<file path="src/rtl/fpd_pkg.sv">
// Package for the FP and privileged instruction decoder.
// Assumes a 16-bit instruction stream, words presented one at a time.
package fpd_pkg;

  // ----------------------------------------------------------------
  // Opcode patterns
  // ----------------------------------------------------------------
  localparam logic [3:0]  LINE_F_NIBBLE   = 4'h0_00F;
  localparam logic [15:0] ANDI_SR_OPCODE  = 16'h0_27C;
  localparam logic [7:0]  CACHE_INVALIDATE_TOP_BYTE   = 8'h0_F4;
  localparam logic [2:0]  CPGEN_TYPE      = 3'h0_0;
  localparam logic [2:0]  COPROC_STATE_RESTORE_TYPE  = 3'h0_5;
  localparam logic [6:0]  OPMODE_TEST     = 7'h0_3A;
  localparam logic [6:0]  OPMODE_POW2     = 7'h0_11;

  // ----------------------------------------------------------------
  // Field positions
  // ----------------------------------------------------------------
  localparam int CPID_LSB     = 9;
  localparam int CPTYPE_LSB   = 6;
  localparam int EA_MODE_LSB  = 3;
  localparam int RM_BIT       = 14;
  localparam int SRC_LSB      = 10;
  localparam int DST_LSB      = 7;
  localparam int CACHE_LSB    = 6;
  localparam int SCOPE_LSB    = 3;

  // ----------------------------------------------------------------
  // Encodings
  // ----------------------------------------------------------------
  localparam logic [2:0] FMT_LONG    = 3'h0_0;
  localparam logic [2:0] FMT_SINGLE  = 3'h0_1;
  localparam logic [2:0] FMT_EXT     = 3'h0_2;
  localparam logic [2:0] FMT_PACKED  = 3'h0_3;
  localparam logic [2:0] FMT_WORD    = 3'h0_4;
  localparam logic [2:0] FMT_DOUBLE  = 3'h0_5;
  localparam logic [2:0] FMT_BYTE    = 3'h0_6;
  localparam logic [2:0] MODE_DREG   = 3'h0_0;
  localparam logic [2:0] MODE_AREG   = 3'h0_1;
  localparam logic [2:0] MODE_IND    = 3'h0_2;
  localparam logic [2:0] MODE_POSTI  = 3'h0_3;
  localparam logic [2:0] MODE_PREDEC = 3'h0_4;
  localparam logic [2:0] MODE_EXT    = 3'h0_7;
  localparam logic [2:0] REG_IMM     = 3'h0_4;
  localparam logic [2:0] REG_MAXABS  = 3'h0_4;
  localparam logic [1:0] SCOPE_ILL   = 2'h0_0;
  localparam logic [1:0] SCOPE_LINE  = 2'h0_1;
  localparam logic [1:0] SCOPE_PAGE  = 2'h0_2;
  localparam logic [1:0] SCOPE_ALL   = 2'h0_3;
  localparam logic [2:0] CPID_NONE   = 3'h0_0;
  localparam logic [2:0] CPID_FPU    = 3'h0_1;

  // ----------------------------------------------------------------
  // Address masks and status bit positions
  // ----------------------------------------------------------------
  localparam logic [31:0] LINE_MASK  = 32'hFFFF_FFF0;
  localparam logic [31:0] PAGE4_MASK = 32'hFFFF_F000;
  localparam logic [31:0] PAGE8_MASK = 32'hFFFF_E000;
  localparam int EXC_BRANCH_UNORDERED_EXC  = 7;
  localparam int EXC_SIGNALING_NAN_EXC  = 6;
  localparam int EXC_OPERAND_ERROR_EXC = 5;
  localparam int EXC_OVERFLOW_EXC  = 4;
  localparam int EXC_UNDERFLOW_EXC  = 3;
  localparam int EXC_DZ    = 2;
  localparam int EXC_RESULT_INEXACT = 1;
  localparam int EXC_DECIMAL_INPUT_INEXACT = 0;
  localparam logic [15:0] SR_RESET = 16'h2700;

  // Decoder phase
  typedef enum logic [1:0] {FPD_OPWORD, FPD_CMDWORD, FPD_IMMWORD} fpd_state_t;

endpackage
</file>
<file path="src/rtl/fpd_ea_if.sv">
// Interface carrying one effective-address check request and its verdict.
// Assumes the checker is purely combinational.
`timescale 1ns/1ps
`default_nettype none
interface fpd_ea_if;
  logic [2:0] mode;
  logic [2:0] regn;
  logic [2:0] fmt;
  logic       restore_kind;
  logic       legal;
  modport req (output mode, output regn, output fmt, output restore_kind, input legal);
  modport chk (input mode, input regn, input fmt, input restore_kind, output legal);
endinterface
`default_nettype wire

</file>
<file path="src/rtl/fpd_decoder.sv">
// Main decoder for FP test/power-of-two and privileged SR, cache, restore ops.
// Assumes one instruction word per cycle while word_valid_in is high, with
// extension words following the opcode word directly.
`timescale 1ns/1ps
`default_nettype none

module fpd_decoder
  import fpd_pkg::*;
#(
  parameter int  ADDR_W        = 32,
  parameter bit  INTEGRATED_FPU = 1'b1,
  parameter bit  ENHANCED_CORE  = 1'b1
)
(
  // Clock, reset, enable
  input  wire logic              clock_in,
  input  wire logic              rstn_in,
  input  wire logic              ce_in,
  // Instruction stream
  input  wire logic              word_valid_in,
  input  wire logic [15:0]       word_in,
  // Core context
  input  wire logic              page_8k_in,
  input  wire logic [ADDR_W-1:0] areg_value_in,
  // Register-bus port
  input  wire logic [3:0]        reg_addr_in,
  input  wire logic [31:0]       reg_wdata_in,
  input  wire logic              reg_write_in,
  input  wire logic              reg_read_in,
  output logic [31:0]            reg_rdata_out,
  // Floating-point command
  output logic                   fp_cmd_valid_out,
  output logic                   fp_is_power_of_two_out,
  output logic                   fp_mem_source_out,
  output logic [2:0]             fp_src_reg_out,
  output logic [2:0]             fp_format_out,
  output logic [2:0]             fp_dest_register_out,
  output logic                   fp_dest_write_out,
  output logic [2:0]             fp_coproc_id_out,
  output logic [7:0]             fp_exc_clear_mask_out,
  // Status register
  output logic [15:0]            status_reg_out,
  // Cache invalidation
  output logic                   cache_inv_valid_out,
  output logic                   cache_inv_data_out,
  output logic                   cache_inv_instr_out,
  output logic [1:0]             cache_inv_scope_out,
  output logic [ADDR_W-1:0]      cache_inv_match_out,
  output logic [ADDR_W-1:0]      cache_inv_mask_out,
  // Coprocessor restore
  output logic                   restore_valid_out,
  output logic [2:0]             restore_coproc_id_out,
  // Exceptions
  output logic                   exc_privilege_out,
  output logic                   exc_illegal_out,
  output logic                   exc_line_f_out,
  output logic                   exc_unimp_type_out
);
  import fpd_pkg::*;

  // ----------------------------------------------------------------
  // Register map
  // ----------------------------------------------------------------
  localparam logic [3:0] REG_SR_ADDR   = 4'h0_0;
  localparam logic [3:0] REG_STAT_ADDR = 4'h0_1;

  // ----------------------------------------------------------------
  // Helpers
  // ----------------------------------------------------------------
  function automatic logic [ADDR_W-1:0] scope_mask(input logic [1:0] sc, input logic p8);
    scope_mask = '1;
    if (sc == SCOPE_LINE)
      scope_mask = LINE_MASK[ADDR_W-1:0];
    else if (sc == SCOPE_PAGE)
      scope_mask = p8 ? PAGE8_MASK[ADDR_W-1:0] : PAGE4_MASK[ADDR_W-1:0];
    else if (sc == SCOPE_ALL)
      scope_mask = '0;
  endfunction

  // ----------------------------------------------------------------
  // State
  // ----------------------------------------------------------------
  fpd_state_t state_ff;
  fpd_state_t nxt_state;
  logic [15:0] op_ff;
  logic [15:0] sr_ff;
  logic [15:0] nxt_sr;
  logic [7:0]  trap_count_ff;
  fpd_ea_if    ea_bus ();

  wire logic supervisor = sr_ff[13];
  wire logic is_line_f  = (word_in[15:12] == LINE_F_NIBBLE);
  wire logic is_cpgen   = is_line_f && (word_in[8:6] == CPGEN_TYPE) && (word_in[11:9] != 3'h0_2);
  wire logic is_restore = is_line_f && (word_in[8:6] == COPROC_STATE_RESTORE_TYPE);
  wire logic is_cache_invalidate    = (word_in[15:8] == CACHE_INVALIDATE_TOP_BYTE) && !word_in[5];
  wire logic is_andi    = (word_in == ANDI_SR_OPCODE);

  // Command-word fields, checked against the opcode word held in op_ff
  wire logic       rm_bit   = word_in[RM_BIT];
  wire logic [2:0] src_fld  = word_in[SRC_LSB +: 3];
  wire logic [2:0] dst_fld  = word_in[DST_LSB +: 3];
  wire logic [6:0] opmode   = word_in[6:0];
  wire logic       fp_known = (word_in[15] == 1'b0) && (word_in[13] == 1'b0)
                              && ((opmode == OPMODE_TEST) || (opmode == OPMODE_POW2));

  // EA check request: opcode word during restore decode, held op during FP cmd
  always_comb
  begin
    ea_bus.restore_kind = (state_ff == FPD_OPWORD);
    ea_bus.mode = (state_ff == FPD_OPWORD) ? word_in[5:3] : op_ff[5:3];
    ea_bus.regn = (state_ff == FPD_OPWORD) ? word_in[2:0] : op_ff[2:0];
    ea_bus.fmt  = src_fld;
  end

  fpd_ea_check u_ea_check (
    .ea (ea_bus.chk)
  );

  // ----------------------------------------------------------------
  // Sequencing
  // ----------------------------------------------------------------
  always_comb
  begin
    nxt_state = state_ff;
    case (state_ff)
      FPD_OPWORD:
        if (word_valid_in && is_andi)
          nxt_state = FPD_IMMWORD;
        else if (word_valid_in && is_cpgen)
          nxt_state = FPD_CMDWORD;
      FPD_CMDWORD, FPD_IMMWORD:
        if (word_valid_in)
          nxt_state = FPD_OPWORD;
      default:
        nxt_state = FPD_OPWORD;
    endcase
  end

  // Phase register and held opcode word
  always_ff @(posedge clock_in or negedge rstn_in)
  begin
    if (!rstn_in)
    begin
      state_ff <= FPD_OPWORD;
      op_ff    <= 16'h0000;
    end
    else if (ce_in)
    begin
      state_ff <= nxt_state;
      if (word_valid_in && (state_ff == FPD_OPWORD))
        op_ff <= word_in;
    end
  end

  // ----------------------------------------------------------------
  // Status register: trap leaves it alone; software may write it directly
  // ----------------------------------------------------------------
  always_comb
  begin
    nxt_sr = sr_ff;
    if (word_valid_in && (state_ff == FPD_IMMWORD) && supervisor)
      nxt_sr = sr_ff & word_in;
    else if (reg_write_in && (reg_addr_in == REG_SR_ADDR))
      nxt_sr = reg_wdata_in[15:0];
  end

  always_ff @(posedge clock_in or negedge rstn_in)
  begin
    if (!rstn_in)
      sr_ff <= SR_RESET;
    else if (ce_in)
      sr_ff <= nxt_sr;
  end

  // ----------------------------------------------------------------
  // Floating-point command issue
  // ----------------------------------------------------------------
  always_ff @(posedge clock_in or negedge rstn_in)
  begin
    if (!rstn_in)
    begin
      fp_cmd_valid_out       <= 1'b0;
      fp_is_power_of_two_out <= 1'b0;
      fp_mem_source_out      <= 1'b0;
      fp_src_reg_out         <= 3'h0_0;
      fp_format_out          <= FMT_EXT;
      fp_dest_register_out   <= 3'h0_0;
      fp_dest_write_out      <= 1'b0;
      fp_coproc_id_out       <= CPID_FPU;
      fp_exc_clear_mask_out  <= 8'h00;
    end
    else if (ce_in)
    begin
      fp_cmd_valid_out <= 1'b0;
      if (word_valid_in && (state_ff == FPD_CMDWORD) && fp_known
          && (!rm_bit || ea_bus.legal)
          && !(INTEGRATED_FPU && rm_bit && (src_fld == FMT_PACKED)))
      begin
        fp_cmd_valid_out       <= 1'b1;
        fp_coproc_id_out       <= op_ff[CPID_LSB +: 3];
        fp_mem_source_out      <= rm_bit;
        // Register source names the FP register, memory source the format
        fp_src_reg_out         <= rm_bit ? 3'h0_0 : src_fld;
        fp_format_out          <= rm_bit ? src_fld : FMT_EXT;
        fp_dest_register_out   <= dst_fld;
        fp_is_power_of_two_out <= (opmode == OPMODE_POW2);
        fp_dest_write_out      <= (opmode == OPMODE_POW2);
        if (opmode == OPMODE_POW2)
          fp_exc_clear_mask_out <= 8'h00 | (8'h01 << EXC_BRANCH_UNORDERED_EXC) | (8'h01 << EXC_OPERAND_ERROR_EXC)
                                   | (8'h01 << EXC_DZ)
                                   | ((rm_bit && (src_fld == FMT_PACKED))
                                      ? 8'h00 : (8'h01 << EXC_DECIMAL_INPUT_INEXACT));
        else
          fp_exc_clear_mask_out <= 8'hBF
                                   & ((rm_bit && (src_fld == FMT_PACKED))
                                      ? 8'hFE : 8'hFF);
      end
    end
  end

  // ----------------------------------------------------------------
  // Cache invalidation and coprocessor restore requests
  // ----------------------------------------------------------------
  always_ff @(posedge clock_in or negedge rstn_in)
  begin
    if (!rstn_in)
    begin
      cache_inv_valid_out   <= 1'b0;
      cache_inv_data_out    <= 1'b0;
      cache_inv_instr_out   <= 1'b0;
      cache_inv_scope_out   <= SCOPE_ILL;
      cache_inv_match_out   <= '0;
      cache_inv_mask_out    <= '0;
      restore_valid_out     <= 1'b0;
      restore_coproc_id_out <= 3'h0_0;
    end
    else if (ce_in)
    begin
      cache_inv_valid_out <= 1'b0;
      restore_valid_out   <= 1'b0;
      if (word_valid_in && (state_ff == FPD_OPWORD))
      begin
        // Dirty data is discarded: no push request is ever raised here
        if (is_cache_invalidate && supervisor && (word_in[4:3] != SCOPE_ILL))
        begin
          cache_inv_valid_out <= 1'b1;
          cache_inv_data_out  <= word_in[CACHE_LSB];
          cache_inv_instr_out <= word_in[CACHE_LSB+1];
          cache_inv_scope_out <= word_in[SCOPE_LSB +: 2];
          cache_inv_mask_out  <= scope_mask(word_in[SCOPE_LSB +: 2], page_8k_in);
          cache_inv_match_out <= areg_value_in
                                 & scope_mask(word_in[SCOPE_LSB +: 2], page_8k_in);
        end
        if (is_restore && supervisor && ea_bus.legal
            && !(ENHANCED_CORE && (word_in[CPID_LSB +: 3] == CPID_NONE)))
        begin
          restore_valid_out     <= 1'b1;
          restore_coproc_id_out <= word_in[CPID_LSB +: 3];
        end
      end
    end
  end

  // ----------------------------------------------------------------
  // Exception flags, one-cycle pulses after the offending word
  // ----------------------------------------------------------------
  always_ff @(posedge clock_in or negedge rstn_in)
  begin
    if (!rstn_in)
    begin
      exc_privilege_out  <= 1'b0;
      exc_illegal_out    <= 1'b0;
      exc_line_f_out     <= 1'b0;
      exc_unimp_type_out <= 1'b0;
    end
    else if (ce_in)
    begin
      exc_privilege_out  <= 1'b0;
      exc_illegal_out    <= 1'b0;
      exc_line_f_out     <= 1'b0;
      exc_unimp_type_out <= 1'b0;
      if (word_valid_in && (state_ff == FPD_OPWORD))
      begin
        if ((is_andi || is_cache_invalidate || is_restore) && !supervisor)
          exc_privilege_out <= 1'b1;
        else if (is_cache_invalidate && (word_in[4:3] == SCOPE_ILL))
          exc_illegal_out <= 1'b1;
        else if (is_restore && ENHANCED_CORE && (word_in[CPID_LSB +: 3] == CPID_NONE))
          exc_line_f_out <= 1'b1;
        else if (is_restore && !ea_bus.legal)
          exc_illegal_out <= 1'b1;
      end
      if (word_valid_in && (state_ff == FPD_CMDWORD))
      begin
        // Destination field is never checked, so the test op never traps on it
        if (!fp_known || (rm_bit && !ea_bus.legal))
          exc_illegal_out <= 1'b1;
        else if (INTEGRATED_FPU && rm_bit && (src_fld == FMT_PACKED))
          exc_unimp_type_out <= 1'b1;
      end
    end
  end

  // Trap counter, visible to software for bring-up diagnostics
  always_ff @(posedge clock_in or negedge rstn_in)
  begin
    if (!rstn_in)
      trap_count_ff <= 8'h00;
    else if (ce_in && (exc_privilege_out || exc_illegal_out
                       || exc_line_f_out || exc_unimp_type_out))
      trap_count_ff <= trap_count_ff + 8'h01;
  end

  // ----------------------------------------------------------------
  // Register read and status output
  // ----------------------------------------------------------------
  always_ff @(posedge clock_in or negedge rstn_in)
  begin
    if (!rstn_in)
      reg_rdata_out <= 32'h0000_0000;
    else if (ce_in)
    begin
      reg_rdata_out <= 32'h0000_0000;
      if (reg_read_in && (reg_addr_in == REG_SR_ADDR))
        reg_rdata_out <= {16'h0000, sr_ff};
      else if (reg_read_in && (reg_addr_in == REG_STAT_ADDR))
        reg_rdata_out <= {22'h00_0000, state_ff, trap_count_ff};
    end
  end

  always_ff @(posedge clock_in or negedge rstn_in)
  begin
    if (!rstn_in)
      status_reg_out <= SR_RESET;
    else if (ce_in)
      status_reg_out <= nxt_sr;
  end

endmodule
`default_nettype wire

</file>
<file path="src/rtl/fpd_ea_check.sv">
// Effective-address legality checker for FP memory sources and restores.
// Assumes the requester holds inputs steady for the cycle it samples legal.
`timescale 1ns/1ps
`default_nettype none
module fpd_ea_check
  import fpd_pkg::*;
(
  fpd_ea_if.chk ea
);
  import fpd_pkg::*;

  // Plain data operand formats may come from a data register
  function automatic logic small_fmt(input logic [2:0] f);
    small_fmt = (f == FMT_BYTE) || (f == FMT_WORD) || (f == FMT_LONG) || (f == FMT_SINGLE);
  endfunction

  // Verdict: restore allows postinc and control, FP source allows data modes
  always_comb
  begin
    ea.legal = 1'b0;
    if (ea.restore_kind)
    begin
      case (ea.mode)
        MODE_DREG, MODE_AREG, MODE_PREDEC: ea.legal = 1'b0;
        MODE_EXT:  ea.legal = (ea.regn == 3'h0_0) || (ea.regn == 3'h0_1);
        default:   ea.legal = 1'b1;
      endcase
    end
    else
    begin
      case (ea.mode)
        MODE_DREG: ea.legal = small_fmt(ea.fmt);
        MODE_AREG: ea.legal = 1'b0;
        MODE_EXT:  ea.legal = (ea.regn <= REG_MAXABS);
        default:   ea.legal = 1'b1;
      endcase
    end
  end
endmodule
`default_nettype wire

</file>
<file path="config.mk">
export PLATFORM = sky130hd
export DESIGN_NAME = fpd_decoder
export DESIGN_NICKNAME = d
export VERILOG_FILES = /design/src/rtl/fpd_pkg.sv /design/src/rtl/fpd_ea_if.sv /design/src/rtl/fpd_decoder.sv /design/src/rtl/fpd_ea_check.sv
export SDC_FILE = /design/constraint.sdc
export NUM_CORES = 1
export LEC_CHECK = 0
export ABC_AREA = 1
export BUFFER_PORTS_ARGS = -buffer_cell sky130_fd_sc_hd__buf_2
export CAP_MARGIN = 10
export CORE_MARGIN = 2
export CORE_UTILIZATION = 44
export DETAILED_ROUTE_END_ITERATION = 8
export PLACE_DENSITY_LB_ADDON = 0.12
export SYNTH_ARGS = -nofsm -noshare
export SYNTH_HDL_FRONTEND = slang
export SYNTH_SLANG_ARGS = --single-unit
</file>
<file path="constraint.sdc">
create_clock -name clock_in -period 1.7 [get_ports clock_in]
set_input_delay 0.255 -clock clock_in [delete_from_list [all_inputs] [get_ports clock_in]]
set_output_delay 0.255 -clock clock_in [all_outputs]
set_load 0.01 [all_outputs]
</file>
# After elaboration in Yosys (flattened, before gate mapping)
# Index checks and enable logic that the tools add are counted.
# totals
regBits,170
latch_bits,0
ram_bits,0
rom_bits,0
out_inout_bits,149
mem_count,0
# op_classes
n_addsub,1
mul,0
div_mod_pow,0
order_cmp,1
n_eq_ne,23
shifts,0
muxes,46
bitwise_logic,4
reduce_logical,67
# op_table
op,count
$mux W32,6
$mux W16,3
$and A32 B32 Y32,1
$logic_and A1 B1 Y1,30
$mux W1,24
$and A16 B16 Y16,1
$eq A16 B10 Y1 const B,1
$eq A3 B3 Y1 const B,5
$logic_not A3 Y1,5
$mux W13,1
$logic_or A1 B1 Y1,12
$mux W3,4
$mux W10,1
$eq A3 B1 Y1 const B,3
$reduce_and A3 Y1,3
$add A8 B1 Y8 const B,1
$eq A8 B8 Y1 const B,1
$eq A7 B5 Y1 const B,1
$eq A7 B6 Y1 const B,1
$logic_not A1 Y1,7
$eq A2 B2 Y1 const B,3
$mux W2,3
$reduce_and A2 Y1,3
$mux W5,1
other kinds (17),21

# Longest topological paths before layout
# Gate-level depths: netlist of run 1.
# depth
depth_word,15
depth_mapped,16
ltp_nobuf,16

# Modules after synthesis
# A second synthesis of run 1 with hierarchy kept.
# unflattened
cells_unflattened,698
area_unflattened_um2,5853.1
# by_module_without_submodules
module,n_inst,cells_each,area_each_um2
fpd_decoder,1,678,5775.5
fpd_ea_check,1,20,77.6

# Least setup slack after synthesis of run 1
# No wires, ideal clock.
# synth_path
path_type,register -> register
startpoint,register state_ff[0]
endpoint,register fp_dest_write_out
setup_ns,0.116
t_arrival_ns,1.748
t_required_ns,1.584
path_slack_ns,-0.164
stages_incl_launch_ff,16
period_less_slack_ns,1.864
path_cell_list,dfrtp_1 inv_1 ha_1 buf_6 nand2_4 nand2_4 nand2_4 nor2_4 nand2_2 nand3_2 nand2_4 nand3_4 nand3_4 buf_6 o21ai_2 inv_1
# synth_via
elab_chain_cells,10
elab_cells_between_ends,22
classes_between,order compare (1); eq/ne (5); mux (5); reduce/logical (11)
# synth_lines
item,line,text
from (decl),fpd_decoder.sv:83,fpd_state_t state_ff;
from (signal assigned),fpd_decoder.sv:149,state_ff <= nxt_state;
$logic_not A2 Y1,"fpd_decoder.sv:109, fpd_decoder.sv:110, fpd_decoder.sv:111",
$mux W3 (on tied branches),"fpd_decoder.sv:110, fpd_decoder.sv:111",
"$eq A3 B3 Y1, or another cell as far along",fpd_ea_check.sv:23,case (ea.mode)
$reduce_or A3 Y1 / $logic_or A1 B1 Y1 (equally long branches),"fpd_ea_check.sv:23, fpd_ea_check.sv:25",
$pmux W1 S2,fpd_ea_check.sv:23,
$mux W1,fpd_ea_check.sv:21,if (ea.restore_kind)
$logic_or A1 B1 Y1,fpd_decoder.sv:196,&& (!rm_bit || ea_bus.legal)
$logic_and A1 B1 Y1 (*),fpd_decoder.sv:196,
$logic_and A1 B1 Y1 (*),fpd_decoder.sv:197,&& !(INTEGRATED_FPU && rm_bit && (src_fld == FMT_PACKED)))
$reduce_and A2 Y1 (no line) (*),--,
to (signal assigned),fpd_decoder.sv:207,fp_dest_write_out <= (opmode == OPMODE_POW2);
to (decl),fpd_decoder.sv:38,"output logic fp_dest_write_out,"
# Mark *: on every way between the ends. The rest lies on a longest branch, timed or not.
# A chain may end at the register's enable or synchronous reset.

# Worst setup path in the final report of run 1
# Ends and elaborated chain as after synthesis.

==> metrics.txt, run 1 <==
status=finished, violations left; failing checks=setup timing; DRC violations left=0; Synth async-reset ratio=1.00; Top delay family on crit path=simple AND/OR/NAND/NOR gates; WL met3=approximately 1.2 mm; fin crit period=slightly below 2 ns; Die Y=between 100 and 150 µm; max_cap viols=0; CP Data Required Time=approximately 2.0 ns; synthesized area=between 0.005 and 0.006 mm²; flop and latch count out of synthesis=118; Final Slew Violations=0; Max Clock Skew=around 0.0074 ns; Die Wd=~120 µm; CTS tree=built; Layout Nets=1000; synth unique cells=40; Peak VDD IR=approximately 0.65 mV; synth warn=0; worst hold path type=in -> reg; Setup TNS=-8.51 ns; WHS=just under 0.04 ns; initial detailed-routing violation count=between 200 and 300; Main synth FF type=dfrtp_1; Num CTS Buffers=17; placed insts=just over 1000; Final Hold Violating Endpoints=0; leakage power=between 0.004 and 0.005 µW; Row Count=42; crit path cell chain=inv_2 > ha_4 > buf_6 > nand2_2 > nand2_2 > o211ai_1 > nand2_2 > nand3_4 > nand3_4 > nand3_4 > buf_12 > o21ai_2 > inv_1; final core occ=0.633; CP Class=reg -> reg; Starting Density=0.447; Worst Setup Slack, final=-0.228 ns; worst endpoint data arrival time=2.23 ns; fmax=0.519 GHz; Total GRT Usage=0.234; synthesis-to-layout area growth=41.6%; CTS Buffer Depth=2; antenna cells=0; insertion delay to the later sink of the worst-skew pair=about 0.42 ns; buffer and inverter count on the worst path=4; RSZ-0062 raised after global routing=true; Max stage delay on crit path=0.39 ns; wirelength, routed=~17 mm; most common cell after layout, fill and taps aside=buf_2; area leader, netlist=dfrtp_1; Met2 Wirelength=8.24 mm; Crit. End Element=register; DP Area=0.00714 mm²; vias after detailed routing=between 5000 and 6000; Post-synth EDFFs=0; crit share post-route=1.13; P per Cell Area=between 1000 and 1500 mW/mm²; H-tree levels=4; relative slew slack=0.645; CTS Root Cell=clkbuf_16; clock transition at the registers of the reported paths=roughly 0.050 ns; DP HPWL=around 12 mm; synthesized instance count=~660; largest net degree at the start of global routing=44; Worst setup SP type=register; vias per inst=around 4.8; final setup fails=65; core area=about 0.013 mm²; ratio of cells with drive above 1 in the final layout=0.452; commonest non-fill, non-tap cells in the layout=202 x buf_2, 130 x nand2_1, 112 x dfrtp_1; Slew @ Worst Pin=0.531 ns; Synth top area share=0.477; routability cong.=between 0.8 and 0.9; Layout Cells excl Fill=1094; clk sink count=roughly 120; vias in the first global route=around 5100; first-pass GRT wire length=approximately 26 mm; Top Metal Used=met4; die area=~0.014 mm²; sequential fraction of the synthesis area=0.504; post-route ant nets=0; remaining global-route overflow=0; final instance area=slightly above 0.008 mm²; TritonRoute pass-1 iters=5; Synth area leaders=dfrtp_1 48%, nand2_1 9.7%, buf_4 6.5%; initial antenna violation count=0; # IOs=240; slowest CP cell=dfrtp_1; WL/cell=between 15 and 20 µm; Mapped Avg Cell Area=8.91 µm²; M1 WL=around 7.2 mm; PortBufs=between 200 and 250; Max Fanout on Critical Path=10
## worst paths after layout
kind | from | depth (start not counted) | slack (ns) | end
max in group asynchronous | rstn_in | 3 | 0.77 | sr_ff[9]
hold / removal | areg_value_in[12] | 3 | 0.04 | cache_inv_match_out[12]
setup reg to reg | state_ff[0] | 13 | -0.23 | fp_dest_write_out
min in group asynchronous | rstn_in | 2 | 0.31 | op_ff[10]
setup / recovery | state_ff[0] | 13 | -0.23 | fp_dest_write_out
hold reg to reg | fp_exc_clear_mask_out[0] | 2 | 0.46 | fp_exc_clear_mask_out[0]
## synth_stat cells, types with 2 or more instances
cell type,n
nand3_2,2
o21a_1,8
inv_2,7
o221ai_1,7
clkinv_1,2
o21ai_2,33
dfstp_2,6
buf_6,6
o21ai_0,54
o211ai_1,6
a21oi_1,14
nand2_2,4
nand3_1,27
a32o_1,4
buf_4,51
inv_1,75
o21ai_1,2
nor3_1,9
nand4_1,8
nand3_4,2
nor2_1,25
nand2_4,4
dfrtp_1,112
xor2_1,7
nand2_1,152
buf_2,4
clkbuf_1,11
nor2_4,2
ha_1,4
## sequential cells by signal, summed over array words and instances, names as in the netlist, 2 cells and up
| signal | count |
|---|---|
| fp_coproc_id_out | 3 |
| fp_exc_clear_mask_out | 3 |
| cache_inv_mask_out | 4 |
| cache_inv_match_out | 32 |
| reg_rdata_out | 16 |
| restore_coproc_id_out | 3 |
| op_ff | 9 |
| sr_ff | 16 |
| fp_dest_register_out | 3 |
| fp_format_out | 3 |
| state_ff | 2 |
| trap_count_ff | 8 |
| fp_src_reg_out | 3 |
| cache_inv_scope_out | 2 |
## layout make-up
class	count	area, µm²
Fill cell	1171	4820
Sequential cell	118	2960
Tap cell	176	220
Clock inverter	4	20.0
Multi-Input combinational cell	400	2390
Inverter	84	324
Timing Repair Buffer	284	1890
Clock buffer	28	507
## through the flow
step           power, µW  setup WS, ns
2_1_floorplan       4450       -0.0485
3_3_place_gp        5080        -0.133
3_5_place_dp        5150        -0.228
4_1_cts             8540        -0.189
5_1_grt             9040        -0.331
6_report            8590        -0.228
## logic make-up after synthesis
logic type | after synthesis | synth area share
XOR/XNOR | 7 | 0.0104
adder cells (fa/ha/maj) | 4 | 0.00852
AND/OR/NAND/NOR | 240 | 0.186
other | 1 | 0.000638
buffers and inverters | 157 | 0.141
AO/OA/AOI/OAI | 132 | 0.150
flip-flops | 118 | 0.504
## power breakdown
part | switching (µW) | internal (µW)
sequential | 181 | 3150
clock | 1180 | 2000
combinational | 1210 | 864
total | 2580 | 6010
## tightest hold or removal path, stage by stage
cell and delay (ns):
buf_2 0.08, nand2_1 0.04, nand2_1 0.04
## layer usage
layer,global-route usage,up-vias
met5,0,-
met4,0.0625,0
met3,0.0675,17
met2,0.383,196
met1,0.305,2527
li1,-,2554
## timing repair
| item | in CTS | in global routing |
|---|---|---|
| hold endpoints to repair | 18 | 0 |
| cloned | 2 | 9 |
| hold buffers | 1 | 0 |
| setup buffers | 12 | 10 |
| resized for setup | 36 | 54 |
| pin swaps | 3 | 4 |
| setup endpoints to repair | 80 | 82 |
Power figures use the tool's default switching activity.
==> inputs of run 2 (changes only) <==
--- a/config.mk
+++ b/config.mk
@@ -14,2 +14,3 @@
 export PLACE_DENSITY_LB_ADDON = 0.12
+export SKIP_CTS_REPAIR_TIMING = 1
 export SYNTH_ARGS = -nofsm -noshare
==> constraint.sdc (replaced) <==
create_clock -name clock_in -period 1.7 [get_ports clock_in]
set_input_delay 0.085 -clock clock_in [delete_from_list [all_inputs] [get_ports clock_in]]
set_output_delay 0.085 -clock clock_in [all_outputs]
set_load 0.01 [all_outputs]
==> metrics.txt, run 2 (synthesized netlist as in run 1, its figures left out) <==
status=finished, violations left; Min-Delay Endpoint=cache_inv_match_out[12]; worst endpoint data arrival time=2.19 ns (-0.04 ns); Starting Density=0.447 (unchanged); ratio of cells with drive above 1 in the final layout=0.403 (-0.0489); vias in the first global route=4993 (-1.6%); max reg flops=32 (unchanged); commonest non-fill, non-tap cells in the layout=201 x buf_2, 137 x nand2_1, 112 x dfrtp_1; Peak VDD IR=0.576 mV (-12%); crit path from=state_ff[0]; Slew @ Worst Pin=0.506 ns (-0.0257 ns); relative slew slack=0.662 (+0.0172); CP Class=reg -> reg; wirelength, routed=17.2 mm (+1.7%); fin crit period=1.89 ns (-0.0373 ns); WL/cell=15.4 µm (-0.30%); H-tree levels=4 (unchanged); leakage power=0.00462 µW (+1.5%); vias per inst=4.86 (+0.42%); Max Fanout on Critical Path=6 (-4); Layout Nets=1024 (+2.4%); clk sink count=118 (unchanged); pre-CTS setup slack=-0.207 ns (+0.0213 ns); buffer and inverter count on the worst path=4 (unchanged); slowest CP cell=dfrtp_1; Row Count=42 (unchanged); initial detailed-routing violation count=274 (+0.74%); die area=0.0143 mm² (unchanged); Top delay family on crit path=simple AND/OR/NAND/NOR gates; P per Cell Area=1020 mW/mm² (-1.5%); CTS Buffer Depth=2 (unchanged); CTS Root Cell=clkbuf_16; failing checks=hold timing, setup timing; DP HPWL=11.7 mm (-0.26%); synthesis-to-layout area growth=44.7%; Die Wd=120 µm (unchanged); vias after detailed routing=5423 (+2.4%); worst hold path type=in -> reg; Largest regs=cache_inv_match_out: 32 flops, reg_rdata_out: 16 flops, sr_ff: 16 flops; crit share post-route=1.11 (-0.0220); Total GRT Usage=0.222 (-0.0120); most common cell after layout, fill and taps aside=buf_2; CTS tree=built; # IOs=240 (unchanged); Final Hold Violating Endpoints=5 (+5); CP Data Required Time=2.00 ns (about the same); Total Power=8640 µW (+0.66%); placed insts=1018 (-1.2%); WHS=-0.0296 ns (-0.0682 ns); crit path cell chain=inv_2 > ha_4 > inv_2 > nand2_2 > nand2_2 > nor2_2 > nand2_1 > nand3_2 > nand2_4 > nand3_4 > nand3_4 > buf_6 > o21ai_2 > inv_1; reg2reg setup slack=-0.19 ns (+0.04 ns); max_cap viols=0 (unchanged); RSZ-0062 raised after global routing=true; initial antenna violation count=0 (unchanged); Num CTS Buffers=17 (unchanged); Max Clock Skew=0.00651 ns (-0.000934 ns); first-pass GRT wire length=24.8 mm (-4.4%); TritonRoute pass-1 iters=4 (-1); Max stage delay on crit path=0.39 ns (about the same); largest reg by FF count=cache_inv_match_out; final core occ=0.647 (+0.0141); Layout Cells excl Fill=1116 (+2.0%); DRC violations left=0 (unchanged); Worst Setup Slack, final=-0.191 ns (+0.0373 ns); HP Start=page_8k_in; clock transition at the registers of the reported paths=0.05 ns (about the same); Die Y=120 µm (unchanged); routability cong.=0.875 (-0.97%); reg-to-reg startpoint=state_ff[0]; PortBufs=202 (unchanged); antenna cells=0 (unchanged); core area=0.0131 mm² (unchanged); remaining global-route overflow=0 (unchanged); largest net degree at the start of global routing=44 (unchanged); Crit. End Element=register; insertion delay to the later sink of the worst-skew pair=0.42 ns (about the same); final setup fails=46 (-29%); worst reg2reg endpoint=fp_dest_write_out; Reg2Reg Depth=14 (+1); Final Slew Violations=0 (unchanged); fmax=0.529 GHz (+2.0%); Worst Hold Path Cells=4 (+1); post-route ant nets=0 (unchanged); Worst setup SP type=register
==> run 2: routing by layer <==
metal / vias up / GRT usage / part of all wire
li1: 2607 / - / -
met1: 2584 / 0.291 / 0.43
met2: 207 / 0.354 / 0.49
met3: 25 / 0.0561 / 0.063
met4: 0 / 0.0868 / 0.019
met5: - / 0 / 0
==> run 2: worst reg2reg max path, delay by kind of cell, from the launching register on <==
family,cells,cell delay (ns)
compound gates,1,0.09
fa+ha+maj,1,0.19
buf+inv,4,0.40
flops,1,0.39
simple gates,8,0.72
==> run 2: worst max path at each step <==
stage                               endpoint  slack (ns)  cells after the start
floorplan                  fp_dest_write_out       -0.05                     15
global placement     cache_inv_match_out[12]       -0.12                     12
detailed placement  restore_coproc_id_out[0]       -0.21                     14
CTS                 restore_coproc_id_out[0]       -0.24                     14
global route                fp_format_out[0]       -0.32                     15
finish                     fp_dest_write_out       -0.19                     14
==> run 2: cell type report <==
| cell class | instances | area [µm²] |
|---|---|---|
| clock buffers | 27 | 533 |
| flip-flops and latches | 118 | 2960 |
| inverters | 84 | 315 |
| well taps | 176 | 220 |
| clock inverters | 3 | 15.0 |
| multi-input cells | 400 | 2300 |
| repair buffers | 308 | 2160 |
| fillers | 1113 | 4640 |
==> run 2: stage by stage <==
stage / TNS (ns) / instance area (µm²)
after global routing: -12.94 / 8500
after CTS: -8.57 / 7580
after floorplan: -0.379 / 5960
after global placement: -4.23 / 7030
after detailed placement: -7.30 / 7030
final: -7.03 / 8500
==> run 2: power breakdown <==
group	internal [µW]	switching, µW
logic	863	1170
registers	3150	191
clock network	2110	1160
